$ cat src/design/ddr_odt_defs.svh
`ifndef DDR_ODT_DEFS_SVH
`define DDR_ODT_DEFS_SVH
// **********
// Register byte offsets
// **********
`define OFF_TERM_HOLD   8'h00
`define OFF_COLMAP      8'h04
`define OFF_TERM_DELAY  8'h08
`define OFF_STATUS      8'h0C
// **********
// Field positions
// **********
`define RD_HOLD_LSB     6
`define WR_HOLD_LSB     2
`define STALL_LSB       0
`define COL_B5_LSB      12
`define COL_B6_LSB      8
`define WMERGE_DIS_BIT  5
`define ACT_FP_DIS_BIT  4
`define RD_FP_DIS_BIT   3
`define PRE_FP_DIS_BIT  2
`define COLL_AP_BIT     1
`define RD_DELAY_LSB    8
`define WR_DELAY_LSB    4
// **********
// Writable masks and reset values
// **********
`define TERM_HOLD_MASK  32'h0000_03FF
`define COLMAP_MASK     32'h0000_FF3E
`define TERM_DELAY_MASK 32'h0000_0FF0
`define TERM_HOLD_RST   32'h0000_0000
`define COLMAP_RST      32'h0000_0000
`define TERM_DELAY_RST  32'h0000_0000
// **********
// Internal bases of the column map
// **********
`define COL_B5_BASE     5'h05
`define COL_B6_BASE     5'h06
`endif

$ cat src/design/ddr_odt_pkg.sv
package ddr_odt_pkg;
   // Bus width modes of the memory data bus
   typedef enum logic [1:0] {
      WIDTH_FULL    = 2'b00,
      WIDTH_HALF    = 2'b01,
      WIDTH_QUARTER = 2'b10
   } bus_width_t;

   // One command leaving the scheduler
   typedef struct packed {
      logic        valid;      // Command issued this cycle
      logic        isWrite;    // Write when high, read when low
      logic        highPrio;   // High-priority request
      logic        pageHit;    // Page already open
      logic        needsAct;   // Needs an activate first
      logic        needsPre;   // Needs a precharge first
      logic        termChange; // Write changes termination settings
      logic [31:0] addr;       // Host address
   } cmd_t;

   // Decisions that the block hands back
   typedef struct packed {
      logic colBit5;        // Mapped column bit five
      logic colBit6;        // Mapped column bit six
      logic writeMerge;     // Write merged into previous one
      logic collisionFlush; // Previous command flushed
      logic flushAutoPre;   // Flushed command uses auto-precharge
      logic actFastpath;    // Activate takes bypass path
      logic readFastpath;   // Read page hit takes bypass path
      logic preFastpath;    // Precharge takes bypass path
   } decision_t;
endpackage : ddr_odt_pkg

$ cat src/design/ddr_odt_hold_and_colmap_ctrl.sv
// Summary of operation
// (RL1) Read holds termination for field plus one
// (RL2) Write holds termination for field plus one
// (RL3) Termination-changing write stalls scheduling one-three cycles
// (RL4) Column bit five source shifts with width
// (RL5) Column bit six base six, shifts width
// (RL6) Source equals base plus field plus width shift; software zero-seven
// (RL7) Merge disable stops combining same-address writes
// (RL8) Activate bypass disable forces normal path
// (RL9) Read bypass disable blocks page-hit bypass
// (RL10) Precharge bypass disable forces normal path
// (RL11) Collision page bit zero: no auto-precharge
// (RL12) Collisions: WR-RD, RD-WR, WR-WR unmerged, skip word bits
// (RL13) Termination starts after programmed delay, then hold
// (RL14) Reserved bits read zero, writes ignored
`include "ddr_odt_defs.svh"

module ddr_odt_hold_and_colmap_ctrl (
   // Clock and reset
   input  wire logic                   clk,
   input  wire logic                   rstn,
   // AXI4-Lite write address and data
   input  wire logic [7:0]             awaddr,
   input  wire logic                   awvalid,
   output logic                        awready,
   input  wire logic [31:0]            wdata,
   input  wire logic [3:0]             wstrb,
   input  wire logic                   wvalid,
   output logic                        wready,
   // AXI4-Lite write response
   output logic [1:0]                  bresp,
   output logic                        bvalid,
   input  wire logic                   bready,
   // AXI4-Lite read
   input  wire logic [7:0]             araddr,
   input  wire logic                   arvalid,
   output logic                        arready,
   output logic [31:0]                 rdata,
   output logic [1:0]                  rresp,
   output logic                        rvalid,
   input  wire logic                   rready,
   // Scheduler side
   input  wire ddr_odt_pkg::bus_width_t busWidth,
   input  wire ddr_odt_pkg::cmd_t       cmd,
   output ddr_odt_pkg::decision_t       decision,
   output logic                        memoryTerminationSignal,
   output logic                        schedStall
);
   // **********
   // Reset synchroniser
   // **********
   logic       rstMeta;   // First stage, read only by second
   logic       rstSyncN;  // Released reset used everywhere

   // Two flops so release never lands mid-cycle
   always_ff @(posedge clk or negedge rstn)
   begin
      if (!rstn)
      begin
         rstMeta  <= 1'b0;
         rstSyncN <= 1'b0;
      end
      else
      begin
         rstMeta  <= 1'b1;
         rstSyncN <= rstMeta;
      end
   end

   // **********
   // Functions
   // **********
   // Byte-lane merge
   function automatic logic [31:0] applyStrobe(input logic [31:0] old,
                                               input logic [31:0] data,
                                               input logic [3:0]  strb,
                                               input logic [31:0] mask);
      logic [31:0] res;
      res = old;
      for (int i = 0; i < 4; i++)
      begin
         if (strb[i])
         begin
            res[i*8 +: 8] = data[i*8 +: 8];
         end
      end
      return res & mask; // RL14
   endfunction : applyStrobe

   // Source bit: base plus field plus shift
   function automatic logic [4:0] colSource(input logic [4:0]             base,
                                            input logic [3:0]             field,
                                            input ddr_odt_pkg::bus_width_t mode);
      logic [4:0] shift;
      shift = 5'h01;
      if (mode == ddr_odt_pkg::WIDTH_HALF)
      begin
         shift = 5'h02;
      end
      else if (mode == ddr_odt_pkg::WIDTH_QUARTER)
      begin
         shift = 5'h03;
      end
      return base + {2'b00, field[2:0]} + shift; // RL6
   endfunction : colSource

   // **********
   // Configuration registers
   // **********
   logic [31:0] termHold;   // Hold counts and stall code
   logic [31:0] colMap;     // Column map and options
   logic [31:0] termDelay;  // Start delays
   logic        awTaken;    // Write address captured
   logic        wTaken;     // Write data captured
   logic [7:0]  awAddrHeld; // Captured write address
   logic [31:0] wDataHeld;  // Captured write data
   logic [3:0]  wStrbHeld;  // Captured byte enables

   // Field views
   logic [3:0] readTermHoldCycles;
   logic [3:0] writeTermHoldCycles;
   logic [1:0] termChangeSchedStall;
   logic [3:0] columnBit5SourceSel;
   logic [3:0] columnBit6SourceSel;
   logic       writeMergeDisable;
   logic       activateFastpathDisable;
   logic       readFastpathDisable;
   logic       prechargeFastpathDisable;
   logic       collisionAutoprechargeCtrl;
   logic [3:0] readTermStartDelay;
   logic [3:0] writeTermStartDelay;

   assign readTermHoldCycles         = termHold[`RD_HOLD_LSB +: 4];
   assign writeTermHoldCycles        = termHold[`WR_HOLD_LSB +: 4];
   assign termChangeSchedStall       = termHold[`STALL_LSB +: 2];
   assign columnBit5SourceSel        = colMap[`COL_B5_LSB +: 4];
   assign columnBit6SourceSel        = colMap[`COL_B6_LSB +: 4];
   assign writeMergeDisable          = colMap[`WMERGE_DIS_BIT];
   assign activateFastpathDisable    = colMap[`ACT_FP_DIS_BIT];
   assign readFastpathDisable        = colMap[`RD_FP_DIS_BIT];
   assign prechargeFastpathDisable   = colMap[`PRE_FP_DIS_BIT];
   assign collisionAutoprechargeCtrl = colMap[`COLL_AP_BIT];
   assign readTermStartDelay         = termDelay[`RD_DELAY_LSB +: 4];
   assign writeTermStartDelay        = termDelay[`WR_DELAY_LSB +: 4];

   // Write channel: address and data taken in either order
   always_ff @(posedge clk or negedge rstSyncN)
   begin
      if (!rstSyncN)
      begin
         awready    <= 1'b1;
         wready     <= 1'b1;
         awTaken    <= 1'b0;
         wTaken     <= 1'b0;
         awAddrHeld <= 8'h00;
         wDataHeld  <= 32'h0000_0000;
         wStrbHeld  <= 4'h0;
         bvalid     <= 1'b0;
         bresp      <= 2'b00;
      end
      else
      begin
         // Capture address
         if (awvalid && awready)
         begin
            awTaken    <= 1'b1;
            awAddrHeld <= awaddr;
            awready    <= 1'b0;
         end
         // Capture data
         if (wvalid && wready)
         begin
            wTaken    <= 1'b1;
            wDataHeld <= wdata;
            wStrbHeld <= wstrb;
            wready    <= 1'b0;
         end
         // Both present: answer, unmapped gets SLVERR
         if (awTaken && wTaken && !bvalid)
         begin
            bvalid <= 1'b1;
            if (awAddrHeld == `OFF_TERM_HOLD || awAddrHeld == `OFF_COLMAP ||
                awAddrHeld == `OFF_TERM_DELAY || awAddrHeld == `OFF_STATUS)
            begin
               bresp <= 2'b00;
            end
            else
            begin
               bresp <= 2'b10;
            end
         end
         // Response taken: reopen both channels
         if (bvalid && bready)
         begin
            bvalid  <= 1'b0;
            awTaken <= 1'b0;
            wTaken  <= 1'b0;
            awready <= 1'b1;
            wready  <= 1'b1;
         end
      end
   end

   // Register update
   always_ff @(posedge clk or negedge rstSyncN)
   begin
      if (!rstSyncN)
      begin
         termHold  <= `TERM_HOLD_RST;
         colMap    <= `COLMAP_RST;
         termDelay <= `TERM_DELAY_RST;
      end
      else if (awTaken && wTaken && !bvalid)
      begin
         if (awAddrHeld == `OFF_TERM_HOLD)
         begin
            termHold <= applyStrobe(termHold, wDataHeld, wStrbHeld, `TERM_HOLD_MASK);
         end
         else if (awAddrHeld == `OFF_COLMAP)
         begin
            colMap <= applyStrobe(colMap, wDataHeld, wStrbHeld, `COLMAP_MASK);
         end
         else if (awAddrHeld == `OFF_TERM_DELAY)
         begin
            termDelay <= applyStrobe(termDelay, wDataHeld, wStrbHeld, `TERM_DELAY_MASK);
         end
      end
   end

   // Read channel
   always_ff @(posedge clk or negedge rstSyncN)
   begin
      if (!rstSyncN)
      begin
         arready <= 1'b1;
         rvalid  <= 1'b0;
         rdata   <= 32'h0000_0000;
         rresp   <= 2'b00;
      end
      else if (arvalid && arready)
      begin
         arready <= 1'b0;
         rvalid  <= 1'b1;
         rresp   <= 2'b00;
         if (araddr == `OFF_TERM_HOLD)
         begin
            rdata <= termHold;
         end
         else if (araddr == `OFF_COLMAP)
         begin
            rdata <= colMap;
         end
         else if (araddr == `OFF_TERM_DELAY)
         begin
            rdata <= termDelay;
         end
         else if (araddr == `OFF_STATUS)
         begin
            // Live view of termination and stall
            rdata <= {30'h0000_0000, schedStall, memoryTerminationSignal};
         end
         else
         begin
            rdata <= 32'h0000_0000;
            rresp <= 2'b10;
         end
      end
      else if (rvalid && rready)
      begin
         rvalid  <= 1'b0;
         arready <= 1'b1;
      end
   end

   // **********
   // Termination timing
   // **********
   logic       startPending; // Command waiting out its delay
   logic [3:0] startCnt;     // Delay cycles left
   logic [3:0] pendHold;     // Hold value of the waiting command
   logic [3:0] holdCnt;      // Hold cycles left after this one
   logic [3:0] issueDelay;   // Delay of the issued command
   logic [3:0] issueHold;    // Hold of the issued command

   assign issueDelay = cmd.isWrite ? writeTermStartDelay : readTermStartDelay; // RL13
   assign issueHold  = cmd.isWrite ? writeTermHoldCycles : readTermHoldCycles;

   // Newest command wins; one pending slot keeps it simple
   always_ff @(posedge clk or negedge rstSyncN)
   begin
      if (!rstSyncN)
      begin
         startPending            <= 1'b0;
         startCnt                <= 4'h0;
         pendHold                <= 4'h0;
         holdCnt                 <= 4'h0;
         memoryTerminationSignal <= 1'b0;
      end
      else if (cmd.valid && issueDelay == 4'h0)
      begin
         // No delay: on from next cycle for hold plus one
         startPending            <= 1'b0;
         memoryTerminationSignal <= 1'b1;      // RL1 RL2
         holdCnt                 <= issueHold; // RL1 RL2
      end
      else
      begin
         if (cmd.valid)
         begin
            startPending <= 1'b1; // RL13
            startCnt     <= issueDelay;
            pendHold     <= issueHold;
         end
         else if (startPending && startCnt != 4'h1)
         begin
            startCnt <= startCnt - 4'h1;
         end
         // Delay elapsed: start the hold window
         if (!cmd.valid && startPending && startCnt == 4'h1)
         begin
            startPending            <= 1'b0;
            memoryTerminationSignal <= 1'b1; // RL13
            holdCnt                 <= pendHold;
         end
         else if (holdCnt != 4'h0)
         begin
            holdCnt <= holdCnt - 4'h1; // RL1 RL2
         end
         else
         begin
            memoryTerminationSignal <= 1'b0;
         end
      end
   end

   // **********
   // Scheduling stall on termination change
   // **********
   logic [1:0] stallCnt; // Stall cycles left after this one

   always_ff @(posedge clk or negedge rstSyncN)
   begin
      if (!rstSyncN)
      begin
         schedStall <= 1'b0;
         stallCnt   <= 2'b00;
      end
      else if (cmd.valid && cmd.isWrite && cmd.termChange)
      begin
         schedStall <= 1'b1;
         // Codes 10 and 11 both give three cycles
         stallCnt   <= termChangeSchedStall[1] ? 2'b10 : termChangeSchedStall; // RL3
      end
      else if (stallCnt != 2'b00)
      begin
         stallCnt <= stallCnt - 2'b01; // RL3
      end
      else
      begin
         schedStall <= 1'b0;
      end
   end

   // **********
   // Column map, collisions and bypass
   // **********
   logic        lastValid;   // A previous command exists
   logic        lastIsWrite; // Previous command was a write
   logic [29:0] lastAddr;    // Previous address without word bits
   logic        sameAddr;    // Same address as previous
   logic        collide;     // Collision with previous command
   logic        merge;       // Write merged into previous write

   // Critical-word bits [1:0] do not take part
   assign sameAddr = lastValid && (cmd.addr[31:2] == lastAddr); // RL12
   assign merge    = cmd.valid && sameAddr && lastIsWrite && cmd.isWrite
                     && !writeMergeDisable; // RL7
   assign collide  = cmd.valid && sameAddr &&
                     (lastIsWrite != cmd.isWrite ||
                      (lastIsWrite && cmd.isWrite && writeMergeDisable)); // RL12

   // History of the last issued command
   always_ff @(posedge clk or negedge rstSyncN)
   begin
      if (!rstSyncN)
      begin
         lastValid   <= 1'b0;
         lastIsWrite <= 1'b0;
         lastAddr    <= 30'h0000_0000;
      end
      else if (cmd.valid)
      begin
         lastValid   <= 1'b1;
         lastIsWrite <= cmd.isWrite;
         lastAddr    <= cmd.addr[31:2];
      end
   end

   // Registered decisions for the scheduler
   always_ff @(posedge clk or negedge rstSyncN)
   begin
      if (!rstSyncN)
      begin
         decision <= '0;
      end
      else
      begin
         // Fields over seven use low three bits
         decision.colBit5 <= cmd.addr[colSource(`COL_B5_BASE, columnBit5SourceSel,
                                                busWidth)]; // RL4
         decision.colBit6 <= cmd.addr[colSource(`COL_B6_BASE, columnBit6SourceSel,
                                                busWidth)]; // RL5
         decision.writeMerge     <= merge;                           // RL7
         decision.collisionFlush <= collide;                         // RL12
         decision.flushAutoPre   <= collide && collisionAutoprechargeCtrl; // RL11
         decision.actFastpath    <= cmd.valid && cmd.highPrio && !cmd.isWrite
                                    && cmd.needsAct && !activateFastpathDisable; // RL8
         decision.readFastpath   <= cmd.valid && cmd.highPrio && !cmd.isWrite
                                    && cmd.pageHit && !readFastpathDisable; // RL9
         decision.preFastpath    <= cmd.valid && cmd.highPrio && cmd.needsPre
                                    && !prechargeFastpathDisable; // RL10
      end
   end
endmodule : ddr_odt_hold_and_colmap_ctrl

$ cat config.mk
export PLATFORM = sky130hd
export DESIGN_NAME = ddr_odt_hold_and_colmap_ctrl
export DESIGN_NICKNAME = d
export VERILOG_FILES = /design/src/design/ddr_odt_pkg.sv /design/src/design/ddr_odt_hold_and_colmap_ctrl.sv
export VERILOG_INCLUDE_DIRS = /design/src /design/src/design
export SDC_FILE = /design/constraint.sdc
export NUM_CORES = 1
export LEC_CHECK = 0
export BUFFER_PORTS_ARGS = -buffer_cell sky130_fd_sc_hd__buf_2
export CAP_MARGIN = 20
export CORE_UTILIZATION = 49
export DETAILED_ROUTE_END_ITERATION = 6
export PLACE_DENSITY_LB_ADDON = 0.25
export SLEW_MARGIN = 20
export SYNTH_ARGS = -nofsm -noshare
export SYNTH_HDL_FRONTEND = slang
export SYNTH_SLANG_ARGS = --single-unit
$ cat constraint.sdc
create_clock -name clk -period 4.26 [get_ports clk]
set_input_delay 0.852 -clock clk [delete_from_list [all_inputs] [get_ports clk]]
set_output_delay 0.852 -clock clk [all_outputs]
set_load 0.005 [all_outputs]
==> metrics.cfg <==
[power]
leakagePower_uw=0.00390
pwr_density_cell_nw_per_um2=523
irDropWorstVdd_uv=293

[synthesis]
yosys.area.top_type_share_pct=49.7
synth_seq_cells=141
ys_seq_area_share_pct=50.8
syn_area_per_cell_um2=12.1
synth-edff-count=0
synthCells=572
ys_types=50
yosysMostFrequentCell=dfrtp_1
synthTopCellsByArea=dfrtp_1 (50%), mux2_2 (15%), xor2_1 (3.9%)
synth_top_area_cell=dfrtp_1
synth_warnings=0
postSynth.asyncResetShare_pct=100
synth-main-ff-cell=dfrtp_1
synth_area_um2=6950
synthTopCellsByCount=dfrtp_1 (138), mux2_2 (91), nand2_1 (44)

[sta]
drv_slew=0
fin_setup_tns_ps=0
fin_hold_ws_ps=210
hold_violations=0
rsz0062_at_grt=false
slew-limit-headroom_pct=35.3
fmax_mhz=310
period_share_pct=75.8
tightest_slew_ps=971
min_period_ps=3230
fin_skew_ps=10.6
setup_viol=0

[clocking]
cts_sinks=141
cts_root_buf=clkbuf_16
htreeDepth=4
cts_tree=done
numCtsBuffers=17
clockBufferDepth=2
post_cts_buffers=0
insertion_delay_ps=430
ctsResizeCount=0
cts.clk_slew.worst_paths_ps=60
hold_buffers=0

[layout]
multiInputGateArea_um2=3170
final_cell_area_um2=8230
insertedDiodeCount=0
fin_cells=883
num-fill-cells=1139
regArea_um2=3540
fin_util_pct=59.3
final_nets=805
syn_to_final_growth_pct=18.5
drive_gt1_share_pct=38.1

[min_path]
hp-class=in -> async

[detailed_routing]
dr.pass1.iters=6
avgViaCountPerCell=5.43
via_count=4796
drcViolationCount=1
dr.first_iter.drc_count=311
routedWlPerCell_um=17.7
drtAntennaViolNets=0
wl_um=15600

[die]
die_area_um2=14700
ios=151
core.rowCount=43
fp.coreArea_um2=13900
start_util_pct=50.0
die_h_um=121
die_w_um=121

[grt]
grt_pass1_vias=4970
gr-usage-all-layers_pct=22.7
grt_max_degree=76
antenna_found_initial=0
grt_pass1_wl_um=25100
gr-total-overflow=0

[critical_path]
worstSetupStartpointType=primary input
rrSetupSlack_ps=1460
crit_fanout=8
path_class=in -> reg
cp-end-kind=flip-flop
crit_required_ps=4560
arrival_ps=3520

[placed_design]
routabilityCongestion=0.859
io_buffer_count=114
dp_hpwl_um=11300
placed_cells_incl_taps=851
post_dp_cell_area_um2=7630

[outcome]
status=finished, violations left
violations=design-rule violations

[flow_run]
max-cap-violations=0

## critical path, stage by stage
cell	delay, ps
buf_2	100
ha_1	320
ha_1	280
inv_1	60
ha_1	190
inv_1	60
fa_1	710
mux4_2	370
mux2_2	280
a22oi_1	180
o211ai_1	110
## registers in the layout, indices dropped and copies added, names as in the netlist, 2 cells and up
signal      flops
lastAddr       30
rdata          16
wDataHeld      16
colMap         13
termHold       10
awAddrHeld      8
decision        8
termDelay       8
holdCnt         4
pendHold        4
startCnt        4
stallCnt        2
wStrbHeld       2
## cell usage in the layout, fill, tap and decap left out, drive strengths merged, types with 9 or more instances in the layout
master / instances
o21ai: 29
xor2: 31
mux4: 10
buf: 118
clkbuf: 18
nand2: 45
nor2: 9
mux2: 91
nor4: 12
a21oi: 15
conb: 19
inv: 32
ha: 13
mux2i: 26
nand3: 9
dfrtp: 138
## layer usage
metal	part of all wire, %	up-vias	track usage [%]
met4	1.7	0	8.33
li1	-	2239	-
met2	51	124	39.1
met1	43	2413	28.3
met3	4.0	20	4.14
met5	0	-	0
## cell type report
class                      instances  area share (%)
sequential                       141            43.0
inverter                          27            1.23
multi-input combinational        385            38.5
clock inverter                    14            1.90
clock buffer                      18            5.34
tap                              180            2.74
timing repair buffer             118            7.30
## report_power, final
group | internal, µW | total, µW | leakage [µW] | switching (µW)
sequential | 1630 | 1870 | 0.00178 | 234
clock | 886 | 1490 | 0.000274 | 608
combinational | 511 | 945 | 0.00184 | 434
total | 3030 | 4300 | 0.00390 | 1280
## final timing paths
kind | start | endpoint | cells after the start
worst max-delay path | busWidth[0] | decision[6] | 11
worst min-delay path | rstn | rstSyncN | 1
worst max register to register | colMap[9] | decision[6] | 10
worst min register to register | rstMeta | rstSyncN | 0
max in group asynchronous | rstSyncN | wDataHeld[6] | 1
min in group clk | rstMeta | rstSyncN | 0
## cells by family (layout without fill, tap and decap cells)
group / Yosys count / count (layout) / synth area share, %
adders and majority gates: 15 / 15 / 2.92
and+or+nand+nor: 120 / 120 / 9.46
DFF: 141 / 141 / 50.8
muxes: 127 / 127 / 21.7
other: 2 / 19 / 0.108
xor gates and xnor gates: 34 / 34 / 4.29
AOI/OAI and AO/OA: 70 / 70 / 6.14
buffers and inverters: 63 / 177 / 4.50
## stage by stage
stage	setup WS, ps	power, µW
floorplan	45.8	2540
global placement	684	2760
detailed placement	601	2830
CTS	1050	4340
global route	897	4530
finish	1030	4300
No activity file was read; power rests on OpenSTA's default activity.
